File: src/gpt_consts.svh
// Constants of the timer, free-running counter and half-word order block.
// Assumes byte offsets on a 16-bit host bus whose A[1] picks the half-word.
`ifndef GPT_CONSTS_SVH
`define GPT_CONSTS_SVH
`define GPT_OFS_CFG        8'h8C
`define GPT_OFS_CNT        8'h90
`define GPT_OFS_SWAP       8'h98
`define GPT_OFS_FREE       8'h9C
`define GPT_EN_BIT         29
`define GPT_PRELOAD_MSB    15
`define GPT_PRELOAD_RST    16'hFFFF
`define GPT_COUNT_RST      16'hFFFF
`define GPT_SWAP_RST       32'h0000_0000
`define GPT_SWAP_REVERSE   32'hFFFF_FFFF
`define GPT_CLK_NS         10
`define GPT_SLOW_NS        40
`define GPT_FREE_CLR_NS    160
`define GPT_SLOW_DIV       (`GPT_SLOW_NS / `GPT_CLK_NS)
`define GPT_FREE_CLR_CYC   ((`GPT_FREE_CLR_NS + `GPT_CLK_NS - 1) / `GPT_CLK_NS)
`define GPT_PRESCALE_DEF   2500
`endif

File: src/gpt_pkg.sv
// Types shared by the timer block files.
// Assumes gpt_consts.svh holds every number.
package gpt_pkg;
    typedef enum logic {GPT_HALT, GPT_RUN} gpt_state_type;
endpackage

File: src/gpt_free_run.sv
// Free-running 32-bit counter advanced by a 25 MHz enable from a divider.
// Assumes one 100 MHz clock; it has no power-state input, so it never stops.
`timescale 1ns/1ps
`include "gpt_consts.svh"
module gpt_free_run #(
    parameter int DIV = `GPT_SLOW_DIV
) (
    // Clock and reset
    input  wire logic        clk,
    input  wire logic        rst_n,
    // Count and slow enable
    output logic [31:0]      count_r,
    output logic             tick_r
);
    localparam int CLR_CYC = `GPT_FREE_CLR_CYC;
    logic [7:0] div_r;
    logic [7:0] clr_r;
    wire        div_end = (div_r == 8'(DIV - 1));
    wire        settled = (clr_r == 8'(CLR_CYC));

    if (DIV < 1 || DIV > 255) begin : g_chk
        $error("divider out of range");
    end

    // Divider makes one-cycle 25 MHz enable
    always_ff @(posedge clk or negedge rst_n) begin
        if (!rst_n) begin
            div_r  <= 8'h00;
            tick_r <= 1'b0;
        end else begin
            div_r  <= div_end ? 8'h00 : div_r + 8'h01;
            tick_r <= div_end;
        end
    end

    // Clear settling window after reset, then count and wrap
    always_ff @(posedge clk or negedge rst_n) begin
        if (!rst_n) begin
            clr_r   <= 8'h00;
            count_r <= 32'h0000_0000;
        end else if (!settled) begin
            clr_r   <= clr_r + 8'h01;
            count_r <= 32'h0000_0000;
        end else if (tick_r) begin
            count_r <= count_r + 32'h0000_0001;
        end
    end

    a_free_wrap: assert property (@(posedge clk) disable iff (!rst_n)
        tick_r && settled && count_r == 32'hFFFF_FFFF |=> count_r == 32'h0000_0000)
        else $error("free counter did not wrap");
    a_free_step: assert property (@(posedge clk) disable iff (!rst_n)
        settled && !tick_r |=> $stable(count_r))
        else $error("free counter moved without tick");
    c_free_wrap: cover property (@(posedge clk) disable iff (!rst_n)
        tick_r && count_r == 32'hFFFF_FFFF);
endmodule // gpt_free_run

File: src/gpt_timer_top.sv
// General purpose timer, free-running counter and half-word order registers.
// Assumes a synchronous 16-bit SRAM-like host bus; strobes are active low.
//
// Operation
// Setting the run enable bit runs the timer and clearing it halts it.
// A one-to-zero change of the run enable bit forces the preload to all ones.
// The preload is a 16-bit read/write field in bits 15-0, reset to all ones.
// The timer raises a periodic event with an interval set by the preload.
// The current count reads in bits 15-0, all ones after reset, upper bits zero.
// For any order value but all ones, A[1] high selects the upper half-word.
// With the order register all ones, A[1] high selects the lower half-word.
// Network-side FIFO order is always low half first, whatever the order value; here half_reverse_r follows the order value.
// The 32-bit free counter starts at zero and steps once per 25 MHz cycle.
// The free counter wraps to zero after its maximum and keeps counting.
// The first half-word read of the free counter latches all 32 bits.
// The free counter may take up to 160 ns after reset to read zero.
// The free counter runs in every power state.
// While running the timer decrements per tick and reloads past zero with an event.
// The host reads both free counter halves back to back to get one value.
`timescale 1ns/1ps
`include "gpt_consts.svh"
module gpt_timer_top #(
    parameter int PRESCALE = `GPT_PRESCALE_DEF
) (
    // Clock and reset
    input  wire logic        clk,
    input  wire logic        rst_n,
    // Host bus
    input  wire logic        cs_n,
    input  wire logic        rd_n,
    input  wire logic        wr_n,
    input  wire logic [7:1]  addr,
    input  wire logic [15:0] data_in,
    output logic [15:0]      data_out_r,
    output logic             data_oe_r,
    // Block outputs
    output logic             timer_event_r,
    output logic             half_reverse_r
);
    // Register state
    logic                    run_en_r;
    logic [15:0]             timer_preload_value_r;
    logic [15:0]             timer_present_count_r;
    logic [31:0]             swap_r;
    logic [31:0]             free_latch_r;
    logic                    free_pend_r;
    logic                    rd_prev_r;
    logic                    wr_prev_r;
    logic [15:0]             pre_r;
    gpt_pkg::gpt_state_type  state_r;
    logic [31:0]             free_count;
    logic                    slow_tick;

    if (PRESCALE < 1 || PRESCALE > 65535) begin : g_chk
        $error("prescale out of range");
    end

    gpt_free_run u_free (
        .clk     (clk),
        .rst_n   (rst_n),
        .count_r (free_count),
        .tick_r  (slow_tick)
    );

    // Strobe decode and half-word selection
    wire        rd_act   = !cs_n && !rd_n;
    wire        wr_act   = !cs_n && !wr_n;
    wire        rd_start = rd_act && !rd_prev_r;
    wire        wr_start = wr_act && !wr_prev_r;
    wire [7:0]  byte_ofs = {addr[7:2], 2'b00};
    wire        reverse  = (swap_r == `GPT_SWAP_REVERSE);
    wire        hi_sel   = addr[1] ^ reverse;
    wire        sel_cfg  = (byte_ofs == `GPT_OFS_CFG);
    wire        sel_cnt  = (byte_ofs == `GPT_OFS_CNT);
    wire        sel_swap = (byte_ofs == `GPT_OFS_SWAP);
    wire        sel_free = (byte_ofs == `GPT_OFS_FREE);
    wire        wr_cfg   = wr_start && sel_cfg;
    wire        wr_swap  = wr_start && sel_swap;
    wire        rd_free  = rd_start && sel_free;

    // Timer control
    wire        run_nxt  = (wr_cfg && hi_sel) ? data_in[`GPT_EN_BIT - 16] : run_en_r;
    wire        halt_evt = run_en_r && !run_nxt;
    wire        pre_end  = (pre_r == 16'(PRESCALE - 1));
    wire        tmr_tick = (state_r == gpt_pkg::GPT_RUN) && pre_end;
    wire        tmr_zero = (timer_present_count_r == 16'h0000);

    // Read data selection; reserved bits read zero
    wire [31:0] cfg_word  = {2'b00, run_en_r, 13'h0000, timer_preload_value_r};
    wire [31:0] cnt_word  = {16'h0000, timer_present_count_r};
    wire [31:0] free_word = free_pend_r ? free_latch_r : free_count;
    wire [31:0] rd_word   = sel_cfg  ? cfg_word  :
                            sel_cnt  ? cnt_word  :
                            sel_swap ? swap_r    :
                            sel_free ? free_word : 32'h0000_0000;
    wire [15:0] rd_half   = hi_sel ? rd_word[31:16] : rd_word[15:0];

    // Host strobe edges and read answer
    always_ff @(posedge clk or negedge rst_n) begin
        if (!rst_n) begin
            rd_prev_r  <= 1'b0;
            wr_prev_r  <= 1'b0;
            data_out_r <= 16'h0000;
            data_oe_r  <= 1'b0;
        end else begin
            rd_prev_r  <= rd_act;
            wr_prev_r  <= wr_act;
            data_oe_r  <= rd_act;
            if (rd_start) begin
                data_out_r <= rd_half;
            end
        end
    end

    // Configuration writes; halting presets the preload
    always_ff @(posedge clk or negedge rst_n) begin
        if (!rst_n) begin
            run_en_r              <= 1'b0;
            timer_preload_value_r <= `GPT_PRELOAD_RST;
        end else begin
            run_en_r <= run_nxt;
            if (halt_evt) begin
                timer_preload_value_r <= `GPT_PRELOAD_RST;
            end else if (wr_cfg && !hi_sel) begin
                timer_preload_value_r <= data_in;
            end
        end
    end

    // Order register; applies to host side, and half_reverse_r passes the same order to the network side
    always_ff @(posedge clk or negedge rst_n) begin
        if (!rst_n) begin
            swap_r         <= `GPT_SWAP_RST;
            half_reverse_r <= 1'b0;
        end else begin
            if (wr_swap && hi_sel) begin
                swap_r[31:16] <= data_in;
            end else if (wr_swap) begin
                swap_r[15:0]  <= data_in;
            end
            half_reverse_r <= reverse;
        end
    end

    // Free counter latch: first half read captures, second uses the copy
    always_ff @(posedge clk or negedge rst_n) begin
        if (!rst_n) begin
            free_latch_r <= 32'h0000_0000;
            free_pend_r  <= 1'b0;
        end else if (rd_free) begin
            if (!free_pend_r) begin
                free_latch_r <= free_count;
            end
            free_pend_r <= !free_pend_r;
        end
    end

    // Timer state, prescaler and count
    always_ff @(posedge clk or negedge rst_n) begin
        if (!rst_n) begin
            state_r               <= gpt_pkg::GPT_HALT;
            pre_r                 <= 16'h0000;
            timer_present_count_r <= `GPT_COUNT_RST;
            timer_event_r         <= 1'b0;
        end else begin
            timer_event_r <= 1'b0;
            case (state_r)
                gpt_pkg::GPT_HALT: begin
                    pre_r <= 16'h0000;
                    if (run_nxt) begin
                        state_r               <= gpt_pkg::GPT_RUN;
                        timer_present_count_r <= timer_preload_value_r;
                    end
                end
                gpt_pkg::GPT_RUN: begin
                    pre_r <= pre_end ? 16'h0000 : pre_r + 16'h0001;
                    if (!run_nxt) begin
                        state_r <= gpt_pkg::GPT_HALT;
                    end else if (tmr_tick && tmr_zero) begin
                        timer_present_count_r <= timer_preload_value_r;
                        timer_event_r         <= 1'b1;
                    end else if (tmr_tick) begin
                        timer_present_count_r <= timer_present_count_r - 16'h0001;
                    end
                end
                default: state_r <= gpt_pkg::GPT_HALT;
            endcase
        end
    end

    // Checks
    a_halt_preset: assert property (@(posedge clk) disable iff (!rst_n)
        $fell(run_en_r) |-> timer_preload_value_r == `GPT_PRELOAD_RST)
        else $error("preload not preset on halt");
    a_halt_frozen: assert property (@(posedge clk) disable iff (!rst_n)
        state_r == gpt_pkg::GPT_HALT && !run_nxt |=> $stable(timer_present_count_r))
        else $error("halted timer changed");
    a_count_step: assert property (@(posedge clk) disable iff (!rst_n)
        tmr_tick && !tmr_zero && run_nxt |=>
        timer_present_count_r == $past(timer_present_count_r) - 16'h0001)
        else $error("timer did not decrement");
    a_reload_event: assert property (@(posedge clk) disable iff (!rst_n)
        tmr_tick && tmr_zero && run_nxt |=>
        timer_event_r && timer_present_count_r == $past(timer_preload_value_r))
        else $error("no reload with event");
    a_event_cause: assert property (@(posedge clk) disable iff (!rst_n)
        timer_event_r |-> $past(tmr_zero) && $past(state_r) == gpt_pkg::GPT_RUN)
        else $error("event without zero");
    a_half_normal: assert property (@(posedge clk) disable iff (!rst_n)
        rd_start && sel_cnt && !reverse && addr[1] |=> data_out_r == 16'h0000)
        else $error("upper half of count not zero");
    a_half_reverse: assert property (@(posedge clk) disable iff (!rst_n)
        rd_start && sel_cnt && reverse && addr[1] |=>
        data_out_r == $past(timer_present_count_r))
        else $error("reversed order not applied");
    a_free_latch: assert property (@(posedge clk) disable iff (!rst_n)
        rd_free && !free_pend_r |=> free_pend_r && free_latch_r == $past(free_count))
        else $error("free counter not latched");
    // Second read of a pair must leave the captured copy alone
    a_free_keep: assert property (@(posedge clk) disable iff (!rst_n)
        rd_free && free_pend_r |=> $stable(free_latch_r))
        else $error("free latch changed on second read");
    a_order_flag: assert property (@(posedge clk) disable iff (!rst_n)
        half_reverse_r == $past(reverse))
        else $error("order flag does not follow register");
    c_timer_event: cover property (@(posedge clk) disable iff (!rst_n) timer_event_r);
    c_free_pair: cover property (@(posedge clk) disable iff (!rst_n)
        rd_free && free_pend_r);
    c_reverse_read: cover property (@(posedge clk) disable iff (!rst_n)
        rd_start && reverse);
    c_halt_preset: cover property (@(posedge clk) disable iff (!rst_n) $fell(run_en_r));
endmodule // gpt_timer_top

File: config.mk
export PLATFORM = sky130hd
export DESIGN_NAME = gpt_timer_top
export DESIGN_NICKNAME = d
export VERILOG_FILES = /design/src/gpt_pkg.sv /design/src/gpt_free_run.sv /design/src/gpt_timer_top.sv
export VERILOG_INCLUDE_DIRS = /design/src
export SDC_FILE = /design/constraint.sdc
export NUM_CORES = 1
export LEC_CHECK = 0
export BUFFER_PORTS_ARGS = -buffer_cell sky130_fd_sc_hd__buf_2
export CORE_MARGIN = 8
export CORE_UTILIZATION = 40
export DETAILED_ROUTE_END_ITERATION = 8
export GPL_TIMING_DRIVEN = 0
export HOLD_SLACK_MARGIN = 0.15
export PLACE_DENSITY_LB_ADDON = 0.12
export SLEW_MARGIN = 20
export SYNTH_ARGS = -nofsm -noshare
export SYNTH_HDL_FRONTEND = slang
export SYNTH_HIERARCHICAL = 1
export SYNTH_SLANG_ARGS = --single-unit
File: constraint.sdc
create_clock -name clk -period 3.7 [get_ports clk]
set_clock_uncertainty 0.15 [all_clocks]
set_input_delay 0.185 -clock clk [delete_from_list [all_inputs] [get_ports clk]]
set_output_delay 0.185 -clock clk [all_outputs]
set_load 0.01 [all_outputs]
==> results summary, run 1 <==
Measured against its own limit, the worst slew margin works out to 46.2%. Setup repair after global routing left no endpoint under its margin. Setup violations remaining at the end of the flow were counted as 0.

The detailed router finished its first iteration with 590 violations. In the synthesized netlist the dominant register cell turns out to be sky130_fd_sc_hd__dfrtp_1. In this run the worst path has a maximum fanout of 10. The per-cell via count in the routed design came out at 5.79. The global-route wire length before repair is 42.3 mm. The number of hold violations in the final report came out at 0. The buffers inserted during post-CTS setup optimization is 0.

At the end of the flow, the number of nets in the layout was approximately 1k. The number of maximum-capacitance constraint violations came out at 0. The launch instance of the worst min-delay path is addr[1]. The final wirelength came out at 26.4 mm. Buffers placed on the I/O ports in this run total 46. The level count of the clock H-tree came out at 4.

The post-synthesis cell count is 873. The post-synth net total came out at 908. The maximum single-stage delay on the critical path came out at 0.58 ns. The clock period minus worst slack is roughly 3.4 ns.

The number of cells in the finished layout apart from fillers is 1298. The later-pin clock latency in the skew report is 0.44 ns. The critical path goes through dlygate4sd3_1 -> buf_2 -> or3b_2 -> dlygate4sd3_1 -> nor3b_1 -> nand4_1 -> a21boi_0 -> clkbuf_1 -> o221ai_1 -> o221ai_1.

Each instance of the synthesized netlist takes up on average 10.7 um^2. Relative to the synthesized area, the layout overhead comes to 17.1%. The critical register-to-register path startpoint is swap_r[18]$_DFFE_PN0P_. The critical path crosses 10 cells after its start point. The count of buffering cells on the critical path with inverters included came out at 4. The maximum VDD drop came out at 0.000278 V. Of all flip-flops after synthesis, the portion carrying an async set or reset was 100%.

Measured along the y axis, the die boundary spans ~170 um. The smallest setup slack after layout came out at 0.287 ns. At the placement stage, the worst setup path has a slack of 0.0281 ns. At the worst endpoint, the required time is 3.91 ns. The leakage power total came out at roughly 4.6 nW. The run finished with clean final reports.

The final instance area came out at 11000 um^2. After layout, the worst path uses roughly 90% of the clock period. The total global routing overflow came out at 0.

STA classifies the critical path endpoint as a register. Along the worst hold path, the cell count comes to 4. TritonCTS built the clock tree. The final weighted congestion of routability-driven global placement is between 0.8 and 0.9. The count of flip-flops with a built-in enable after synthesis came out at 0. The detailed-routing iteration count for the pre-antenna-repair pass is 4. The cell area reported after detailed placement came out at 10000 um^2. On the critical path, the stage with the largest delay is an instance of sky130_fd_sc_hd__dlygate4sd3_1. The number of clock sinks seen by CTS is 183. The top cell type by area accounts for 40.4% of the synthesized area. The routed layout has 7515 vias. The class of the tightest hold or removal check is primary input to register. The global-route total usage across every layer came out at 19.0%. The I/O pin total came out at 47. The number of buffers on the longest clock path is 2.

The detailed-route DRC error count came out at 0. After detailed routing, the average wire length per cell comes to around 20 um. The number of antenna violations at the first check in global routing was 0.

Ranked by total cell area, the synthesized netlist is headed by sky130_fd_sc_hd__dfrtp_1 40%, sky130_fd_sc_hd__dfstp_2 9.0%, sky130_fd_sc_hd__mux2_2 7.9%. In this run the critical register-to-register path is captured at timer_preload_value_r[4]$_DFFE_PN1P_. The count of final max-slew check failures is 0. For hold timing, the worst endpoint is timer_preload_value_r[13]$_DFFE_PN1P_. The horizontal die dimension came out at 169 um. The count of antenna diodes in the layout came out at 0.

Row generation in the floorplan step produced 56 rows. The number of instances in the placed design came out at 1240. The count of synthesis-stage warnings from yosys came out at 6. The kind of cell adding the most delay to the critical path is buffers and inverters.

The clock-pin slew on the worst setup and hold paths came out at about 0.080 ns. The root buffer cell chosen for the clock tree is sky130_fd_sc_hd__clkbuf_16. For the pin with the worst max-slew slack, the measured transition is approximately 0.8 ns.

After synthesis the netlist holds a flip-flop and latch count of around 180. The maximum number of pins on one net before global-route repair came out at 71. The detail route stage leaves a number of antenna-violating nets equal to 0.

The number of cells on the worst reg-to-reg path came out at 7. The die covers 28500 um^2. The number of CTS-inserted buffers is 17. The setup slack of the worst register-to-register path is 0.32 ns.

The via count of the first global-routing pass is 7317. The ratio of cells with drive above 1 in the final layout came out at between 20% and 30%. The post-synth design cell area came out at 9350 um^2. The count of unique library cells instantiated by Yosys came out at 71.

The post-synthesis sequential area ratio came out at roughly half. The final sum of negative setup slack came out at 0 ns. STA classifies the critical path startpoint as a primary input. The data arrival time of the worst path came out at 3.62 ns. The achievable frequency is 0.293 GHz. The starting utilization of the core area is 40.3%. The half-perimeter wire length after detailed placement is ~19 mm. The power after layout came out at 4.40 mW. The critical path class is primary input to register. The areal power density over the cells is 402 nW/um^2. The standard cell core area is 23200 um^2. The largest total area in the synthesized netlist belongs to sky130_fd_sc_hd__dfrtp_1.
Yosys cell counts, drive strengths merged, types with 4 or more instances:
library cell,number
clkbuf,38
buf,12
nand4,22
o2bb2ai,12
dfrtp,151
mux2i,18
nand2,50
nor4,12
nand2b,13
xor2,17
or4,19
o21a,11
dfstp,32
nand3,30
or2,4
a21oi,40
a211oi,14
mux2,66
ha,7
nor3,24
or3,10
o22a,15
a221oi,27
nor2,59
and2,5
o21ai,33
o211ai,5
o31ai,29
inv,13
o311ai,4
and4,8
and3,20
xnor2,24
layer usage:
metal	routed length [um]	share of wire [%]	vias to the layer above	GRT usage (%)
met5	0	0	-	0
met3	1030	3.9	26	3.42
met4	350	1.3	0	5.01
met2	11900	45	192	28.6
li1	-	-	3492	-
met1	13100	50	3805	27.6
logic make-up (layout without fill, tap and decap cells):
family	count (synthesis)	count (layout)	synth area share [%]
buf+inv	64	170	2.93
fa+ha+maj	7	7	0.937
mux	84	84	9.88
xor+xnor	41	41	4.24
simple gates	288	288	16.8
flops	183	183	49.4
compound gates	206	206	15.8
flip-flops by register name (all words and copies together), names as in the netlist:
signal                 flops
timer_present_count_r     16
rd_prev_r                  1
u_free/div_r               8
swap_r                    32
wr_prev_r                  1
data_out_r                16
u_free/clr_r               8
timer_preload_value_r     16
half_reverse_r             1
free_latch_r              32
u_free/count_r            32
u_free/tick_r              1
pre_r                     16
run_en_r                   1
timer_event_r              1
free_pend_r                1
power by group:
group	switching, mW	internal (mW)
clock	0.910	0.993
combinational	0.203	0.146
sequential	0.0607	2.09
total	1.17	3.23
cells in the final DEF (no fill, tap or decap), types with 5 or more instances in the layout:
master / n
sky130_fd_sc_hd__a221oi_1: 26
sky130_fd_sc_hd__dfrtp_1: 151
sky130_fd_sc_hd__ha_1: 7
sky130_fd_sc_hd__nand2b_1: 13
sky130_fd_sc_hd__o21ai_0: 30
sky130_fd_sc_hd__clkbuf_16: 17
sky130_fd_sc_hd__nand4_1: 21
sky130_fd_sc_hd__o31ai_1: 28
sky130_fd_sc_hd__dfstp_2: 32
sky130_fd_sc_hd__o2bb2ai_1: 12
sky130_fd_sc_hd__a211oi_1: 14
sky130_fd_sc_hd__dlygate4sd3_1: 25
sky130_fd_sc_hd__o22a_1: 15
sky130_fd_sc_hd__clkbuf_1: 38
sky130_fd_sc_hd__nor4_1: 10
sky130_fd_sc_hd__inv_6: 6
sky130_fd_sc_hd__o211ai_1: 5
sky130_fd_sc_hd__buf_2: 51
sky130_fd_sc_hd__and4_1: 7
sky130_fd_sc_hd__mux2i_1: 18
sky130_fd_sc_hd__o21a_1: 11
sky130_fd_sc_hd__xor2_1: 17
sky130_fd_sc_hd__xnor2_1: 22
sky130_fd_sc_hd__nand3_1: 29
sky130_fd_sc_hd__and3_1: 19
sky130_fd_sc_hd__nand2_1: 50
sky130_fd_sc_hd__nor3_1: 23
sky130_fd_sc_hd__and2_1: 5
sky130_fd_sc_hd__nor2_1: 57
sky130_fd_sc_hd__inv_1: 13
sky130_fd_sc_hd__or4_1: 16
sky130_fd_sc_hd__or3_1: 8
sky130_fd_sc_hd__a21oi_1: 40
sky130_fd_sc_hd__mux2_2: 66
through the flow:
step / hold slack, ns / utilization, %
2_1_floorplan: -0.261 / -
3_5_place_dp: -0.0207 / 43.3
6_report: 0.223 / 47.2
3_3_place_gp: 0.198 / 43.0
4_1_cts: 0.203 / 47.2
5_1_grt: 0.230 / 47.2
final cells by class:
| class | count | area, um^2 |
|---|---|---|
| repair buffers | 74 | 573 |
| fillers | 2188 | 12200 |
| inverters | 14 | 52.6 |
| well taps | 319 | 399 |
| clock buffers | 18 | 439 |
| clock inverters | 14 | 179 |
| multi-input cells | 626 | 4470 |
| plain buffers | 50 | 221 |
| flip-flops and latches | 183 | 4620 |
worst max path at each step:
stage | to | start | slack (ns)
floorplan | swap_r[16]$_DFFE_PN0P_ | swap_r[23]$_DFFE_PN0P_ | 1.04
global placement | half_reverse_r$_DFF_PN0_ | rst_n | -0.86
detailed placement | swap_r[26]$_DFFE_PN0P_ | swap_r[19]$_DFFE_PN0P_ | 0.03
CTS | timer_preload_value_r[4]$_DFFE_PN1P_ | swap_r[19]$_DFFE_PN0P_ | 0.01
global route | timer_present_count_r[13]$_DFFE_PN1P_ | addr[6] | 0.05
finish | timer_present_count_r[0]$_DFFE_PN1P_ | addr[6] | 0.29
timing repair:
item | CTS | global route
resized for setup | 0 | 2
endpoints found under the setup margin | 0 | 33
hold buffers | 26 | 0
hold endpoints to repair | 147 | 0
worst reg2reg max path, delay by kind of cell (launching register included):
| family | cells | cell delay, ns |
|---|---|---|
| AND/OR/NAND/NOR | 3 | 1.25 |
| AO/OA/AOI/OAI | 2 | 0.75 |
| buffers and inverters | 1 | 0.46 |
| flip-flops | 1 | 0.41 |
| XOR/XNOR | 1 | 0.31 |
No activity file was read; power rests on OpenSTA's default activity.
==> run 2, diff against run 1 <==
==> constraint.sdc (replaced) <==
create_clock -name clk -period 4.05 [get_ports clk]
set_clock_uncertainty 0.15 [all_clocks]
set_input_delay 0.2025 -clock clk [delete_from_list [all_inputs] [get_ports clk]]
set_output_delay 0.2025 -clock clk [all_outputs]
set_load 0.01 [all_outputs]
==> run 2 against run 1 <==
Compared with the run above:
- utilization fell by 0.14 points
- critical path depth fell by 3
- via count fell by 0.15%
- final cell count fell by 0.15%
- final area fell by 0.30%
- sequential share of layout area rose by 0.13 points
- die area did not move
- first-iteration DRC count fell by 1.9%
- sequential power fell by 9%
- critical endpoint is now timer_preload_value_r[4]$_DFFE_PN1P_
==> results summary, run 2 (synthesis results as in run 1) <==
The flow ran to the end, and the final reports show no timing, DRC or antenna violations. On the critical path the largest part of the delay comes from simple AND/OR/NAND/NOR gates. 47 I/O pins were placed. The most common cell after layout, fill and taps aside is sky130_fd_sc_hd__dfrtp_1. The sort of element at the start of the critical path is a register.

In this run the static leakage power is 4.55 nW. Gates resized during post-CTS repair numbered 0. The data arrival time of the worst path is just under 4 ns. The count of buffering cells on the critical path with inverters included is 1. The met2 usage in global routing is between 20% and 30%.

STA puts the critical path data required time at 4.28 ns. Once detailed placement completed, the half-perimeter wirelength came to 19.3 mm. Routability-driven placement finished with a final weighted congestion of 0.863. The library cells used most frequently in the layout, excluding fill and tap cells, are 151 x sky130_fd_sc_hd__dfrtp_1, 66 x sky130_fd_sc_hd__mux2_2, 57 x sky130_fd_sc_hd__nor2_1, 51 x sky130_fd_sc_hd__buf_2, 50 x sky130_fd_sc_hd__nand2_1.

The final routed wire length divided by cell count came out at 20.4 um. Based on the critical path, the design can be clocked at up to between 0.2 and 0.3 GHz. The worst setup path is captured at a register. The global-route wire length before repair is between 40 and 50 mm. The per-cell via count in the routed design came out at just under 6. The highest fanout seen on the critical path is 10. The net count of the finished layout is about 1000. The later-pin clock latency in the skew report is 0.44 ns. The pin slew with the least headroom to its limit is between 1 and 1.5 ns. The slowest stage of the critical path belongs to the cell sky130_fd_sc_hd__nor4_1.

The ratio of cells with drive above 1 in the final layout is 21.8%. The horizontal die dimension is 169 um. The footprint of the multi-input gates is 4460 um^2. The CTS tree is done. Internal power comes to 2.95 mW.

Port buffering added 46 buffers. The tree built by TritonCTS fans out to between 150 and 200 sinks. The critical path class is register to register.

In the finished design, the share of the clock period the worst path needs comes to 92.6%. The power after layout came out at 4.02 mW. The maximum single-stage delay on the critical path is 0.93 ns.

The signal on the critical path passes through nand4_1 -> nor4_1 -> nand2_1 -> xnor2_4 -> a21oi_1 -> clkbuf_1 -> o22a_1. After clock tree synthesis, the clock-pin slew on the worst setup and hold paths is 0.08 ns. The area growth from synthesis to final layout came out at 16.8%. The detailed-route DRC error count came out at 0. The global-route total usage across every layer is 19.0%. The number of hold violations in the final report came out at 0. The switching power came out at 1.07 mW.

The largest registers in the layout are free_latch_r: 32 flops, swap_r: 32 flops, u_free/count_r: 32 flops. The die extent in y came out at 169 um. The die area came out at 28500 um^2.

After routing the design area is about 11000 um^2. The power share of the clock group came out at 43.2%. The total of hold buffers inserted after clock tree synthesis is 24. The detailed-routing iteration count for the pre-antenna-repair pass came out at 7. The footprint of the flip-flops and latches came out at 4620 um^2. The via count of the first global-routing pass is 7310. The number of CTS-inserted buffers is 17.

The final layout contains routed wiring with a total length of 26.4 mm. The number of antenna violations at the first check in global routing came out at 0. The filler cell count in the final layout came out at 2191. The post-placement worst setup slack is 0.378 ns. In this run the most used layer during global routing was met2. The total global routing overflow came out at 0. In this run the deepest clock path goes through 2 buffers.

The count of antenna-violating nets left after detailed routing is 0. The buffers inserted during post-CTS setup optimization came out at 0. The min-delay analysis places its worst path in the category primary input to async pin. In this run the core area contains 56 standard-cell rows. In this run the number of H-tree levels came out at 4. The fraction of met3 tracks used by global routing came out at roughly 3.4%.

Net switching is 26.7% of the power. The relative contribution of sequential cells to total power is 48.8%. In this run the tightest slew margin relative to its limit is 28.2%.

Max-cap violations in this run came to 0. For this block, the initial DRC count from the detailed router was 579. In the global route stage, met1 resource usage came out at 27.6%. The cell area reported after detailed placement is 10000 um^2. The clock period minus worst slack is about 3.8 ns. The combinational share of power came out at slightly below 8%.

The initial utilization of the core area, before any placement, comes to around two fifths. The via count came out at 7504. The final setup violation count is 0.

The count of final max-slew check failures is 0. The areal power density over the cells came out at 368 nW/um^2. In this run the standard cell core region covers 23200 um^2. The count of antenna diodes in the layout came out at 0. The tree is rooted in a sky130_fd_sc_hd__clkbuf_16.

Setup repair after global routing left no endpoint under its margin. Across all setup checks in the final design, the least slack found is 0.298 ns. Entering global routing, the biggest net connects 71 pins.

The maximum VDD drop came out at 0.000252 V.
[run 2: cell count changes in the layout (fill, tap and decap cells not counted), sizes merged]
cell	delta
dlygate4sd3	-2
[run 2: metrics by stage]
step	TNS, ns	util, %	hold WS, ns	std cells
2_1_floorplan	0	-	-0.243	873
4_1_cts	0	47.1	0.162	1296
3_3_place_gp	-75.44	43.0	0.215	1238
6_report	0	47.1	0.161	1296
5_1_grt	0	47.1	0.186	1296
3_5_place_dp	0	43.3	-0.00322	1240
[run 2: final cells by class]
class	instances	share of cell area, %
multi-input combinational	626	40.8
sequential	183	42.3
clock inverter	14	1.64
inverter	14	0.481
timing repair buffer	72	5.06
clock buffer	18	4.02
tap	319	3.66
buffer	50	2.03
[run 2: final timing paths]
path	startpoint	endpoint	slack (ns)	cells after the start
max	swap_r[18]$_DFFE_PN0P_	timer_preload_value_r[4]$_DFFE_PN1P_	0.30	7
min	rst_n	u_free/clr_r[2]$_DFFE_PN0N_	0.16	3
max reg2reg	swap_r[18]$_DFFE_PN0P_	timer_preload_value_r[4]$_DFFE_PN1P_	0.30	7
min reg2reg	u_free/div_r[7]$_DFF_PN0_	u_free/div_r[7]$_DFF_PN0_	0.33	1
max in group asynchronous	rst_n	timer_preload_value_r[5]$_DFFE_PN1P_	2.84	4
min in group clk	addr[4]	timer_preload_value_r[13]$_DFFE_PN1P_	0.18	4
[run 2: routing by layer]
layer / part of all wire [%] / up-vias / wire, um
li1: - / 3481 / -
met1: 50 / 3817 / 13300
met2: 45 / 186 / 11900
met3: 3.5 / 20 / 929
met4: 1.1 / 0 / 289
met5: 0 / - / 0
[run 2: tightest hold or removal path: cells and delay by family]
kind	cells	cell delay, ns
buf+inv	3	0.94
[run 2: power groups by stage]
stage	logic (mW)	clock network, mW	registers (mW)
floorplan	0.153	0	1.99
global placement	0.291	0	2.00
detailed placement	0.302	0	2.00
CTS	0.324	1.78	1.96
global route	0.353	1.86	1.97
finish	0.318	1.74	1.96
